$ cat src/rtl/link_ctrl_pkg.sv
// Package: offsets, field positions and constants of the link control register pair
`default_nettype none
package link_ctrl_pkg;
   // ****************************************
   // Register map (word offsets in bytes)
   // ****************************************
   localparam logic [3:0] OFS_PRIMARY  = 4'h0;
   localparam logic [3:0] OFS_TRANSMIT = 4'h4;
   localparam logic [3:0] OFS_STATUS   = 4'h8;
   localparam logic [3:0] OFS_EVENTS   = 4'hC;
   // ****************************************
   // Primary control fields
   // ****************************************
   localparam int P_IGNORE = 7;
   localparam int P_BASE   = 6;
   localparam int P_RATE_H = 5;
   localparam int P_RATE_L = 4;
   localparam int P_IRQEN  = 1;
   localparam int P_WAIT   = 0;
   localparam logic [7:0] PRIMARY_MASK  = 8'hF3;
   localparam logic [7:0] PRIMARY_RESET = 8'h00;
   // ****************************************
   // Transmit control fields
   // ****************************************
   localparam int T_ANALOG_LOOPBACK = 7;
   localparam int T_DIGITAL_LOOPBACK = 6;
   localparam int T_FAST  = 5;
   localparam int T_NORM_BIT_FORMAT  = 4;
   localparam logic [7:0] TRANSMIT_MASK  = 8'hF0;
   localparam logic [7:0] TRANSMIT_RESET = 8'h00;
   // ****************************************
   // State vector codes
   // ****************************************
   localparam logic [7:0] SV_IDLE   = 8'h00;
   localparam logic [7:0] SV_WAKE   = 8'h20;
   localparam logic [7:0] SV_BREAK  = 8'h1C;
   // ****************************************
   // Timing (module clock 40 MHz)
   // ****************************************
   localparam int CLK_HZ      = 40_000_000;
   localparam int TEOF_US     = 280;
   localparam int TIFS_US     = 300;
   localparam int TEOF_CYC    = (TEOF_US * (CLK_HZ / 1_000_000));
   localparam int TIFS_CYC    = (TIFS_US * (CLK_HZ / 1_000_000));
   localparam int IDLE_W      = 16;
   localparam logic [1:0] RATE_DIV1 = 2'h0;
   localparam logic [1:0] RATE_DIV2 = 2'h1;
   localparam logic [1:0] RATE_DIV4 = 2'h2;
   localparam logic [1:0] RATE_DIV8 = 2'h3;
endpackage : link_ctrl_pkg
`default_nettype wire

$ cat src/rtl/link_control_regs.sv
// Link control register pair of a byte-level VPW link controller, Wishbone slave
//
// Operation
// - Ignore-frame bit set disables the receiver until a new start of frame or break symbol.
// - Hardware clears ignore-frame on start of frame or break symbol.
// - While ignoring, mask all interrupts except code 20h; hold status at reset unless code 20h arrives.
// - Ignore set mid-frame discards the rest of that frame.
// - Timing base select: 1 picks binary base, 0 picks integer base.
// - Rate field divides crystal-derived clock by 1, 2, 4 or 8.
// - Rate field takes one write after reset, then reads only.
// - Interrupt enable gates the request except for code 20h; leaving stop or wait keeps vectors.
// - Request holds until all sources cleared, or reset zeroes the vector.
// - Pending interrupts may be lost when interrupt enable is cleared.
// - Wait clock gate: 0 runs clocks in wait, 1 stops them.
// - Analog loopback resets the protocol engine; bus not driven.
// - After analog loopback, idle end-of-frame before rx, separation before tx.
// - Digital loopback routes tx output to rx input, ignoring bus edges.
// - After digital loopback, idle end-of-frame before rx, separation before tx.
// - Fast receive bit: receive-only 4X; cleared means normal speed both ways.
// - Break clears fast receive and loads the state vector with 1Ch.
// - Norm-bit format 0: CRC response bit 1, else 0; format 1 inverts.
// - In-frame response sends an active norm bit before its identifier.
`default_nettype none
module link_control_regs
   import link_ctrl_pkg::*;
#(
   parameter int EOF_CYCLES = TEOF_CYC,
   parameter int IFS_CYCLES = TIFS_CYC
) (
   input  wire logic        clk_i,
   input  wire logic        rst_i,
   // Wishbone classic slave
   input  wire logic        cyc_i,
   input  wire logic        stb_i,
   input  wire logic        we_i,
   input  wire logic [3:0]  adr_i,
   input  wire logic [3:0]  sel_i,
   input  wire logic [31:0] dat_i,
   output logic      [31:0] dat_o,
   output logic             ack_o,
   // Protocol engine side
   input  wire logic        sof_i,
   input  wire logic        break_i,
   input  wire logic        frame_active_i,
   input  wire logic        bus_idle_i,
   input  wire logic        crc_resp_i,
   input  wire logic        ifr_start_i,
   input  wire logic        irq_src_i,
   input  wire logic [7:0]  state_code_i,
   input  wire logic        crystal_derived_clock_i,
   input  wire logic        cpu_wait_i,
   input  wire logic        digital_tx_out_i,
   input  wire logic        phy_rx_i,
   output logic             digital_rx_in_o,
   output logic             phy_tx_o,
   output logic             phy_tx_oe_o,
   output logic             rx_enable_o,
   output logic             rx_discard_o,
   output logic             tx_permit_o,
   output logic             engine_reset_o,
   output logic             timing_base_o,
   output logic             timing_tick_o,
   output logic             module_clk_en_o,
   output logic             fast_receive_o,
   output logic             norm_bit_o,
   output logic             norm_bit_send_o,
   output logic [7:0]       state_vector_o,
   output logic             irq_o
);
   // ****************************************
   // Synchronisers for pin-side inputs
   // ****************************************
   logic [1:0] rxs_q, xcs_q;
   logic [1:0] rxs_d, xcs_d;
   always_comb begin
      rxs_d = {rxs_q[0], phy_rx_i};
      xcs_d = {xcs_q[0], crystal_derived_clock_i};
   end
   always_ff @(posedge clk_i) begin
      if (rst_i) begin
         rxs_q <= 2'h0;
         xcs_q <= 2'h0;
      end else begin
         rxs_q <= rxs_d;
         xcs_q <= xcs_d;
      end
   end

   // ****************************************
   // Register file and bus slave
   // ****************************************
   logic [7:0] prim_q, prim_d, xmit_q, xmit_d, sv_q, sv_d;
   logic       rate_locked_q, rate_locked_d;
   logic       ack_q, ack_d;
   logic [31:0] rdat_q, rdat_d;
   logic       wr, rd_sv;

   assign wr    = cyc_i && stb_i && we_i && !ack_q && sel_i[0];
   assign rd_sv = cyc_i && stb_i && !we_i && !ack_q && (adr_i == OFS_STATUS);

   always_comb begin
      prim_d        = prim_q;
      xmit_d        = xmit_q;
      rate_locked_d = rate_locked_q;
      ack_d         = cyc_i && stb_i && !ack_q;
      rdat_d        = 32'h0000_0000;
      if (wr && adr_i == OFS_PRIMARY) begin
         prim_d = dat_i[7:0] & PRIMARY_MASK;
         if (rate_locked_q) begin
            prim_d[P_RATE_H:P_RATE_L] = prim_q[P_RATE_H:P_RATE_L];
         end
         rate_locked_d = 1'b1;
      end
      if (wr && adr_i == OFS_TRANSMIT) begin
         xmit_d = dat_i[7:0] & TRANSMIT_MASK;
      end
      if (sof_i || break_i) begin
         prim_d[P_IGNORE] = 1'b0;
      end
      if (break_i) begin
         xmit_d[T_FAST] = 1'b0;
      end
      if (cyc_i && stb_i && !we_i && !ack_q) begin
         unique case (adr_i)
            OFS_PRIMARY:  rdat_d = {24'h00_0000, prim_q};
            OFS_TRANSMIT: rdat_d = {24'h00_0000, xmit_q};
            OFS_STATUS:   rdat_d = {24'h00_0000, sv_q};
            OFS_EVENTS:   rdat_d = {30'h0000_0000, rate_locked_q, irq_o};
            default:      rdat_d = 32'h0000_0000;
         endcase
      end
   end

   // State vector: holds until read or cleared by its sources
   always_comb begin
      sv_d = sv_q;
      if (prim_q[P_IGNORE]) begin
         sv_d = (state_code_i == SV_WAKE) ? SV_WAKE : SV_IDLE;
      end else if (irq_src_i) begin
         sv_d = state_code_i;
      end else if (rd_sv) begin
         sv_d = SV_IDLE;
      end
      if (break_i) begin
         sv_d = SV_BREAK;
      end
   end

   always_ff @(posedge clk_i) begin
      if (rst_i) begin
         prim_q        <= PRIMARY_RESET;
         xmit_q        <= TRANSMIT_RESET;
         sv_q          <= SV_IDLE;
         rate_locked_q <= 1'b0;
         ack_q         <= 1'b0;
         rdat_q        <= 32'h0000_0000;
      end else begin
         prim_q        <= prim_d;
         xmit_q        <= xmit_d;
         sv_q          <= sv_d;
         rate_locked_q <= rate_locked_d;
         ack_q         <= ack_d;
         rdat_q        <= rdat_d;
      end
   end
   assign ack_o          = ack_q;
   assign dat_o          = rdat_q;
   assign state_vector_o = sv_q;

   // Interrupt request: wake code passes the ignore mask
   assign irq_o = (sv_q != SV_IDLE) &&
                  (prim_q[P_IRQEN] || sv_q == SV_WAKE);

   // ****************************************
   // Receiver gating
   // ****************************************
   logic in_frame_q, in_frame_d;
   always_comb begin
      in_frame_d = in_frame_q;
      if (sof_i) begin
         in_frame_d = 1'b1;
      end else if (!frame_active_i) begin
         in_frame_d = 1'b0;
      end
   end
   always_ff @(posedge clk_i) begin
      if (rst_i) begin
         in_frame_q <= 1'b0;
      end else begin
         in_frame_q <= in_frame_d;
      end
   end
   assign rx_discard_o = prim_q[P_IGNORE] && in_frame_q;

   // ****************************************
   // Rate divider for timing tick
   // ****************************************
   logic [2:0] div_q, div_d;
   logic       edge_x, tick_d, tick_q;
   logic       xprev_q;
   function automatic logic [2:0] rate_top(input logic [1:0] r);
      unique case (r)
         RATE_DIV1: rate_top = 3'h0;
         RATE_DIV2: rate_top = 3'h1;
         RATE_DIV4: rate_top = 3'h3;
         RATE_DIV8: rate_top = 3'h7;
      endcase
   endfunction : rate_top
   assign edge_x = xcs_q[1] && !xprev_q;
   always_comb begin
      div_d  = div_q;
      tick_d = 1'b0;
      if (edge_x && module_clk_en_o) begin
         if (div_q >= rate_top(prim_q[P_RATE_H:P_RATE_L])) begin
            div_d  = 3'h0;
            tick_d = 1'b1;
         end else begin
            div_d = div_q + 3'h1;
         end
      end
   end
   always_ff @(posedge clk_i) begin
      if (rst_i) begin
         div_q   <= 3'h0;
         tick_q  <= 1'b0;
         xprev_q <= 1'b0;
      end else begin
         div_q   <= div_d;
         tick_q  <= tick_d;
         xprev_q <= xcs_q[1];
      end
   end
   assign timing_tick_o   = tick_q;
   assign timing_base_o   = prim_q[P_BASE];
   assign module_clk_en_o = !(cpu_wait_i && prim_q[P_WAIT]);

   // ****************************************
   // Loopback and post-loopback idle qualification
   // ****************************************
   logic        loop_prev_q;
   logic        req_idle_q, req_idle_d;
   logic [IDLE_W-1:0] idle_q, idle_d;
   logic        loop_any;
   logic        loop_exit;
   logic        analog_loopback_prev_q;
   assign loop_any  = xmit_q[T_ANALOG_LOOPBACK] || xmit_q[T_DIGITAL_LOOPBACK];
   // First cycle out of loopback, before the idle request is registered
   assign loop_exit = loop_prev_q && !loop_any;
   always_comb begin
      req_idle_d = req_idle_q;
      idle_d     = idle_q;
      if (loop_prev_q && !loop_any) begin
         req_idle_d = 1'b1;
         idle_d     = '0;
      end else if (req_idle_q) begin
         if (!bus_idle_i || rxs_q[1]) begin
            idle_d = '0;
         end else if (idle_q < IDLE_W'(IFS_CYCLES)) begin
            idle_d = idle_q + IDLE_W'(1);
         end else begin
            req_idle_d = 1'b0;
         end
      end
   end
   always_ff @(posedge clk_i) begin
      if (rst_i) begin
         loop_prev_q <= 1'b0;
         analog_loopback_prev_q <= 1'b0;
         req_idle_q  <= 1'b0;
         idle_q      <= '0;
      end else begin
         loop_prev_q <= loop_any;
         analog_loopback_prev_q <= xmit_q[T_ANALOG_LOOPBACK];
         req_idle_q  <= req_idle_d;
         idle_q      <= idle_d;
      end
   end
   assign engine_reset_o  = xmit_q[T_ANALOG_LOOPBACK] && !analog_loopback_prev_q;
   assign rx_enable_o     = !prim_q[P_IGNORE] && !xmit_q[T_ANALOG_LOOPBACK] && !loop_exit &&
                            (!req_idle_q || idle_q >= IDLE_W'(EOF_CYCLES));
   assign tx_permit_o     = !req_idle_q && !loop_any && !loop_exit &&
                            !xmit_q[T_FAST];
   assign digital_rx_in_o = xmit_q[T_DIGITAL_LOOPBACK] ? digital_tx_out_i : rxs_q[1];
   assign phy_tx_o        = digital_tx_out_i;
   assign phy_tx_oe_o     = !loop_any && !xmit_q[T_FAST];
   assign fast_receive_o  = xmit_q[T_FAST];
   assign norm_bit_o      = crc_resp_i ^ xmit_q[T_NORM_BIT_FORMAT];
   assign norm_bit_send_o = ifr_start_i;

   // ****************************************
   // Assertions
   // ****************************************
   a_rate_write_once: assert property (@(posedge clk_i) disable iff (rst_i)
      rate_locked_q |=> $stable(prim_q[P_RATE_H:P_RATE_L]))
      else $error("rate field changed after lock");
   a_ignore_clear: assert property (@(posedge clk_i) disable iff (rst_i)
      (sof_i || break_i) |=> !prim_q[P_IGNORE])
      else $error("ignore bit not cleared by frame start");
   a_ignore_rx_off: assert property (@(posedge clk_i) disable iff (rst_i)
      prim_q[P_IGNORE] |-> !rx_enable_o)
      else $error("receiver enabled while ignoring");
   a_ignore_mask: assert property (@(posedge clk_i) disable iff (rst_i)
      prim_q[P_IGNORE] ##1 prim_q[P_IGNORE] |-> (sv_q == SV_IDLE || sv_q == SV_WAKE))
      else $error("status moved while ignoring");
   a_break_vector: assert property (@(posedge clk_i) disable iff (rst_i)
      break_i |=> (sv_q == SV_BREAK && !xmit_q[T_FAST]))
      else $error("break did not load vector");
   a_irq_gate: assert property (@(posedge clk_i) disable iff (rst_i)
      (!prim_q[P_IRQEN] && sv_q != SV_WAKE) |-> !irq_o)
      else $error("irq while disabled");
   a_digital_loopback_route: assert property (@(posedge clk_i) disable iff (rst_i)
      xmit_q[T_DIGITAL_LOOPBACK] |-> (digital_rx_in_o == digital_tx_out_i && !phy_tx_oe_o))
      else $error("digital loopback route wrong");
   a_loop_exit_idle: assert property (@(posedge clk_i) disable iff (rst_i)
      $fell(loop_any) |-> !tx_permit_o [*2])
      else $error("tx permitted right after loopback");
   a_analog_loopback_reset: assert property (@(posedge clk_i) disable iff (rst_i)
      $rose(xmit_q[T_ANALOG_LOOPBACK]) |-> engine_reset_o)
      else $error("no engine reset on analog loopback");
   a_norm_bit: assert property (@(posedge clk_i) disable iff (rst_i)
      norm_bit_o == (crc_resp_i != xmit_q[T_NORM_BIT_FORMAT]))
      else $error("norm bit polarity wrong");
   a_discard_rest: assert property (@(posedge clk_i) disable iff (rst_i)
      (prim_q[P_IGNORE] && in_frame_q) |-> rx_discard_o)
      else $error("frame not discarded while ignoring");
   a_ignore_irq: assert property (@(posedge clk_i) disable iff (rst_i)
      prim_q[P_IGNORE] ##1 prim_q[P_IGNORE] |-> (!irq_o || sv_q == SV_WAKE))
      else $error("interrupt passed the ignore mask");
   a_rate_lock_set: assert property (@(posedge clk_i) disable iff (rst_i)
      (wr && adr_i == OFS_PRIMARY) |=> rate_locked_q)
      else $error("rate field not locked by write");
   a_tick_single: assert property (@(posedge clk_i) disable iff (rst_i)
      timing_tick_o |=> !timing_tick_o)
      else $error("timing tick longer than one cycle");
   a_wait_stop: assert property (@(posedge clk_i) disable iff (rst_i)
      (cpu_wait_i && prim_q[P_WAIT]) |-> !module_clk_en_o)
      else $error("clocks run in wait with gate set");
   a_wait_run: assert property (@(posedge clk_i) disable iff (rst_i)
      !prim_q[P_WAIT] |-> module_clk_en_o)
      else $error("clocks stopped with gate clear");
   a_vector_hold: assert property (@(posedge clk_i) disable iff (rst_i)
      (sv_q != SV_IDLE && !rd_sv && !irq_src_i && !prim_q[P_IGNORE]) |=> (sv_q != SV_IDLE))
      else $error("state vector dropped without a read");
   a_read_clear: assert property (@(posedge clk_i) disable iff (rst_i)
      (rd_sv && !irq_src_i && !break_i && !prim_q[P_IGNORE]) |=> (sv_q == SV_IDLE))
      else $error("state vector not cleared by read");
   a_irq_hold: assert property (@(posedge clk_i) disable iff (rst_i)
      (sv_q != SV_IDLE && prim_q[P_IRQEN]) |-> irq_o)
      else $error("request dropped while a source is pending");
   a_analog_loopback_quiet: assert property (@(posedge clk_i) disable iff (rst_i)
      xmit_q[T_ANALOG_LOOPBACK] |-> !phy_tx_oe_o)
      else $error("bus driven in analog loopback");
   a_exit_rx_wait: assert property (@(posedge clk_i) disable iff (rst_i)
      (req_idle_q && idle_q < IDLE_W'(EOF_CYCLES)) |-> !rx_enable_o)
      else $error("receive enabled before end-of-frame idle");
   a_exit_tx_wait: assert property (@(posedge clk_i) disable iff (rst_i)
      req_idle_q |-> !tx_permit_o)
      else $error("transmit permitted before separation idle");
   a_fast_rx_only: assert property (@(posedge clk_i) disable iff (rst_i)
      xmit_q[T_FAST] |-> (!tx_permit_o && !phy_tx_oe_o))
      else $error("transmit allowed in fast receive");
   a_norm_send: assert property (@(posedge clk_i) disable iff (rst_i)
      ifr_start_i |-> norm_bit_send_o)
      else $error("no norm bit at response start");
   c_break: cover property (@(posedge clk_i) disable iff (rst_i) break_i ##1 irq_o);
   c_loop_exit: cover property (@(posedge clk_i) disable iff (rst_i) $fell(req_idle_q));
   c_rate_lock: cover property (@(posedge clk_i) disable iff (rst_i) $rose(rate_locked_q));
   c_wake_ignored: cover property (@(posedge clk_i) disable iff (rst_i)
      prim_q[P_IGNORE] && irq_o);
   c_digital_loopback_echo: cover property (@(posedge clk_i) disable iff (rst_i)
      xmit_q[T_DIGITAL_LOOPBACK] && digital_rx_in_o);
endmodule : link_control_regs
`default_nettype wire

$ cat config.mk
export PLATFORM = sky130hd
export DESIGN_NAME = link_control_regs
export DESIGN_NICKNAME = d
export VERILOG_FILES = /design/src/rtl/link_ctrl_pkg.sv /design/src/rtl/link_control_regs.sv
export SDC_FILE = /design/constraint.sdc
export NUM_CORES = 1
export LEC_CHECK = 0
export BUFFER_PORTS_ARGS = -buffer_cell sky130_fd_sc_hd__buf_2
export CAP_MARGIN = 25
export CORE_MARGIN = 2
export CORE_UTILIZATION = 48
export CTS_CLUSTER_DIAMETER = 150
export DETAILED_ROUTE_END_ITERATION = 16
export PLACE_DENSITY = 0.8
export REMOVE_ABC_BUFFERS = 1
export SLEW_MARGIN = 20
export SYNTH_ARGS = -nofsm -noshare
export SYNTH_HDL_FRONTEND = slang
export SYNTH_SLANG_ARGS = --single-unit
$ cat constraint.sdc
create_clock -name clk_i -period 2.3 [get_ports clk_i]
set_clock_uncertainty 0.15 [all_clocks]
set_input_delay 0 -clock clk_i [delete_from_list [all_inputs] [get_ports clk_i]]
set_output_delay 0 -clock clk_i [all_outputs]
set_load 0.05 [all_outputs]
==> impl_results.md, run 1 <==
- Total number of vias: 2887
- Post-Synth XOR/XNOR Area: 0.00910
- Layout cells sized above 1: 0.225
- Maximum net fanout on the critical path: 5
- First-pass GRT wire length: 13000 µm
- Synth warn: 0
- Post-synth top area cell: dfxtp_1
- WP data required: 2380 ps
- Cells after Synth: 332
- Crit path from: ack_o
- Simple-gate share of the synthesized area: 0.257
- Initial core utilization: 0.493
- Mean post-synth cell area: 8.69 µm²
- NumNets Final: 499
- Number of nets with antenna violations after routing: 0
- Cts bufs inserted: 9
- # rows: 28
- MaxCap Viol Count: 0
- Fillers: 437
- P_leak: 0.00161 µW
- Synth top area share: 0.395
- Slew Limit Fails: 0
- Synth Area in Adders: 0.0217
- Max frequency: 436 MHz
- R2r startpoint: ack_o
- Die ar.: 6650 µm²
- Antenna diode count: 0
- Number of global-route vias before repair: 2755
- Post-Layout Cell Count: 510
- Worst flop-to-flop path endpoint: xmit_q[5]
- I/O pins: 119
- Dpl cells: 455
- Worst skew pair latency: 340 ps
- Worst hold start: adr_i[2]
- Final hold vios: 0
- Syn-to-layout area delta: 29.6%
- Top cells by area, synth: dfxtp_1 (40%), buf_4 (6.8%), mux2i_1 (3.8%), nor2_1 (3.8%), a21oi_1 (3.1%)
- Max VDD drop: 0.478 mV
- I/O Buffers: 63
- CTS tree: built
- Outcome: finished, final reports clean
- Die W: 81.5 µm
- Fin worst setup slack: 5.82 ps
- Minimum clock period: 2290 ps
- DR vias/cell: 5.66
- Pin count of the biggest net entering global routing: 21
- Most frequent cells in the layout: buf_2 (63), dfxtp_1 (57), dlygate4sd3_1 (39)
- Initial DRC count: 231
- R2R Setup Slk: 6 ps
- EDFF count, synth: 0
- Core Footprint: 5850 µm²
- H-tree Lvls: 3
- Kind of capture point of the worst setup path: flop
- Slew margin rel.: 0.601
- RSZ-0062 raised after global routing: yes
- Ys flop type: dfxtp_1
- Total wire length: 8300 µm
- Leading cell type in the layout, fill and taps excluded: buf_2
- Hold_ws: 86.2 ps
- Pwr dens: 586 nW/µm²
- Async SR Flop Fraction: 0
- Total grt overflow: 0
- Min-Delay Endpoint: dat_o[7]
- FF+latch count, synth: 57
- Routability Congestion: 0.877
- Initial antenna violation count: 0
- Post-Syn Area: 2890 µm²
- Mux cell area share after synthesis: 0.0459
- CP arrival: 2370 ps
- Hold Crit Class: in -> reg
- Slew of the pin with the lowest slew margin: 598 ps
- Drt first pass iters: 4
- Final Core Density: 0.640
- Sequential area share after synthesis: 0.395
- Largest family of logic cells by synthesized area: simple AND/OR/NAND/NOR gates
- Compound-gate portion of the synthesized area: 0.173
- CTS sink cnt: 57
- Setup-failing EPs final: 0
- Max Root-Sink Buffers: 2
- Hold Path Stages: 5
- Setup crit start kind: flop
- FF-to-FF path depth: 5
- DP Wirelength: 4780 µm
- Drt drc: 0
- Place WS: 378 ps
- Post CTS Setup Buffer Count: 0
- Gr usage total: 0.257
- Die Span Y: 81.5 µm
- Crit Path Class: reg -> reg
- Clk root buf: clkbuf_8
- Distinct cells, synth: 52
- Routed wire per std cell: 16.3 µm
- CTS clk-pin slew, worst paths: 70 ps
- Final period util: 0.997
==> worst max-delay path, cell delays in order (launching register included) <==
cell and delay, ps:
dfxtp_1 330, and3b_1 330, and4_1 390, mux2i_1 330, nor2_1 80, dlygate4sd3_1 550
==> worst max-delay path by stage <==
stage	to	slack, ps	cells after the start
global route	state_vector_o[7]	-60	5
floorplan	rx_enable_o	-1050	4
CTS	state_vector_o[3]	30	5
detailed placement	idle_q[7]	380	4
global placement	idle_q[7]	430	4
finish	xmit_q[5]	6	5
==> area by class of cell <==
class                           instances  area, µm²  area share
Clock buffer                           12        155      0.0415
Tap cell                               75       93.8      0.0251
Clock inverter                          4       27.5     0.00736
Timing Repair Buffer                  105        728       0.195
Inverter                                6       22.5     0.00602
Sequential cell                        57       1140       0.305
Multi-Input combinational cell        251       1570       0.421
==> sequential cells by signal, summed over array words and instances, names as in the netlist <==
name,count
loop_prev_q,1
in_frame_q,1
div_q,3
xcs_q,2
req_idle_q,1
prim_q,6
xprev_q,1
dat_o,8
state_vector_o,8
ack_o,1
xmit_q,4
rxs_q,2
idle_q,16
rate_locked_q,1
analog_loopback_prev_q,1
timing_tick_o,1
==> timing repair <==
item,CTS,global route
setup endpoints to repair,0,8
endpoints found under the hold margin,36,0
gates resized for setup,0,4
hold buffers,39,0
==> report_power, final <==
group,switching (µW),internal [µW],total (µW),leakage (µW)
logic,220,97.7,318,0.00106
registers,13.8,1000,1020,0.000462
clock network,411,448,859,0.0000846
total,645,1550,2190,0.00161
==> per-layer routing <==
metal,part of all wire,global-route usage,up-vias,wire (µm)
met4,0.031,0.125,0,253
met1,0.37,0.280,1342,3060
met2,0.51,0.455,165,4250
li1,-,-,1348,-
met3,0.089,0.0758,32,736
met5,0,0,-,0
==> metrics by stage <==
stage	total power (µW)	setup TNS, ps	cell area (µm²)
after detailed placement	1290	0	3150
after global placement	1280	0	3150
after floorplan	1210	-1800	2720
final	2190	0	3740
after global routing	2270	-152	3740
after CTS	2180	0	3720
==> cells by family (layout without fill, tap and decap cells) <==
kind of cell / after synthesis / after routing
other: 1 / 24
multiplexers: 13 / 13
XOR/XNOR: 3 / 3
AO/OA/AOI/OAI: 71 / 71
flip-flops: 57 / 57
buffers and inverters: 47 / 127
AND/OR/NAND/NOR: 135 / 135
adder cells (fa/ha/maj): 5 / 5
==> cells in the mapped netlist (3+ instances only) <==
| master | count |
|---|---|
| nor4_1 | 5 |
| nand2b_1 | 11 |
| clkbuf_1 | 9 |
| and3b_1 | 3 |
| nor2_1 | 29 |
| o21ai_0 | 5 |
| nand2_1 | 22 |
| a211oi_1 | 3 |
| o211ai_1 | 6 |
| a21oi_1 | 18 |
| a21o_1 | 5 |
| nand3_1 | 7 |
| inv_1 | 6 |
| a31oi_1 | 10 |
| or2_2 | 6 |
| nand4_1 | 7 |
| and3_1 | 8 |
| a221oi_1 | 3 |
| and4_1 | 4 |
| ha_1 | 5 |
| dfxtp_1 | 57 |
| buf_4 | 26 |
| nor3_1 | 5 |
| a22oi_1 | 5 |
| buf_2 | 4 |
| mux2i_1 | 11 |
| nor2b_1 | 13 |
| or4_1 | 5 |
Note: power is estimated with default switching activity, not from simulation.
==> run 2: changes to the inputs <==
Settings changed: REMOVE_ABC_BUFFERS 1 to not set.
==> impl_results.md, run 2 (synthesized netlist as in run 1, its figures left out) <==
- Outcome: finished, final reports clean
- Crit-path slowest cell: dlygate4sd3_1
- Clk root buf: clkbuf_8
- Layout cells sized above 1: 0.227
- Hold Crit Class: in -> reg
- Setup-failing EPs final: 0
- MaxCap Viol Count: 0
- WP data required: 2440 ps
- Worst path max stage delay: 560 ps
- Die ar.: 6650 µm²
- Biggest register: idle_q
- Die Span Y: 81.5 µm
- Post CTS Setup Buffer Count: 0
- First-pass GRT wire length: 12700 µm
- NumNets Final: 502
- Setup crit start kind: flop
- Core Footprint: 5850 µm²
- Drt drc: 0
- Setup Total Neg Slack: 0 ps
- Number of nets with antenna violations after routing: 0
- CTS tree: built
- Routed wire per std cell: 15.0 µm
- DP Area: 3160 µm²
- Max VDD drop: 0.509 mV
- Pin count of the biggest net entering global routing: 32
- Kind of capture point of the worst setup path: flop
- Post-Layout Cell Count: 513
- Number of global-route vias before repair: 2663
- RSZ-0062 raised after global routing: no
- Total number of vias: 2794
- I/O pins: 119
- Most frequent cells in the layout: buf_2 (63), dfxtp_1 (57), dlygate4sd3_1 (42)
- Largest register FFs: 16
- Initial antenna violation count: 1
- Max frequency: 452 MHz
- Max Root-Sink Buffers: 2
- Gr usage total: 0.252
- Total grt overflow: 0
- CTS sink cnt: 57
- Total wire length: 7690 µm
- Slew Limit Fails: 0
- Routability Congestion: 0.839
- H-tree Lvls: 3
- Slew of the pin with the lowest slew margin: 557 ps
- DR vias/cell: 5.45
- Die W: 81.5 µm
- Crit Path Class: reg -> reg
- CP Cell Sequence: or2_2, a41oi_2, a22oi_1, nor2_1, dlygate4sd3_1
- Minimum clock period: 2210 ps
- I/O Buffers: 63
- Dpl cells: 455
- Leading cell type in the layout, fill and taps excluded: buf_2
- CP arrival: 2350 ps
- Cts bufs inserted: 9
- Final hold vios: 0
- P_leak: 0.00163 µW
- Pwr dens: 574 nW/µm²
- Syn-to-layout area delta: 30.8%
- Initial core utilization: 0.493
- Slew margin rel.: 0.629
- Final period util: 0.962
- Worst skew pair latency: 340 ps
- Final Instance Area: 3770 µm²
- CTS clk-pin slew, worst paths: 70 ps
- Drt first pass iters: 4
- DP Wirelength: 4720 µm
- Maximum net fanout on the critical path: 8
- # rows: 28
- Initial DRC count: 133
==> run 2: cell count changes in the layout (fill, tap and decap cells not counted), sizes merged <==
| cell | change |
|---|---|
| dlygate4sd3 | +3 |
| clkbuf | -1 |
| clkinv | +1 |
| clkinvlp | -1 |
| diode | +1 |
==> run 2: layer usage <==
metal | vias to the layer above | track usage | wire length [µm] | part of all wire
li1 | 1366 | - | - | -
met5 | - | 0 | 0 | 0
met4 | 0 | 0.0915 | 195 | 0.025
met3 | 18 | 0.0846 | 388 | 0.050
met1 | 1315 | 0.278 | 2970 | 0.39
met2 | 95 | 0.448 | 4140 | 0.54
==> run 2: report_power, final <==
group	internal (µW)	total, µW	leakage, µW	switching (µW)
Sequential	1000	1010	0.000462	12.1
Clock	442	844	0.0000874	401
Combinational	99.5	311	0.00108	211
Total	1540	2170	0.00163	625
==> run 2: what timing repair did <==
action / 4_1_cts / 5_1_grt
setup endpoints to repair: 0 / 8
endpoints found under the hold margin: 38 / 0
resized for setup: 0 / 1
hold buffers: 42 / 0
==> run 2: critical path, delay by kind of cell, from the launching register on <==
kind	cells	cell delay (ps)
AOI/OAI and AO/OA	2	550
and+or+nand+nor	2	490
buffers and inverters	1	560
DFF	1	390
==> run 2: final timing paths <==
path                            startpoint                end  slack [ps]  cells past startpoint
worst min-delay path              adr_i[3]           dat_o[3]          60                      3
worst max-delay path             prim_q[7]  state_vector_o[7]          90                      5
worst max register to register   prim_q[7]  state_vector_o[7]          90                      5
worst min register to register    rxs_q[0]           rxs_q[1]         300                      1
==> run 2: layout make-up <==
cell class | instances | area [µm²]
clock inverters | 4 | 28.8
well taps | 75 | 93.8
fillers | 466 | 2080
diodes | 1 | 2.50
flip-flops and latches | 57 | 1140
clock buffers | 11 | 151
repair buffers | 108 | 758
inverters | 6 | 22.5
multi-input cells | 251 | 1580
==> run 2: stage by stage <==
stage               hold slack [ps]  utilization  setup WS [ps]  total power [µW]
global placement               -149        0.541            440              1280
floorplan                     -70.7            -            166              1260
finish                         63.5        0.645           88.3              2170
detailed placement             -149        0.541            409              1280
CTS                            9.65        0.643           14.1              2170
global route                   97.2        0.645           18.1              2260
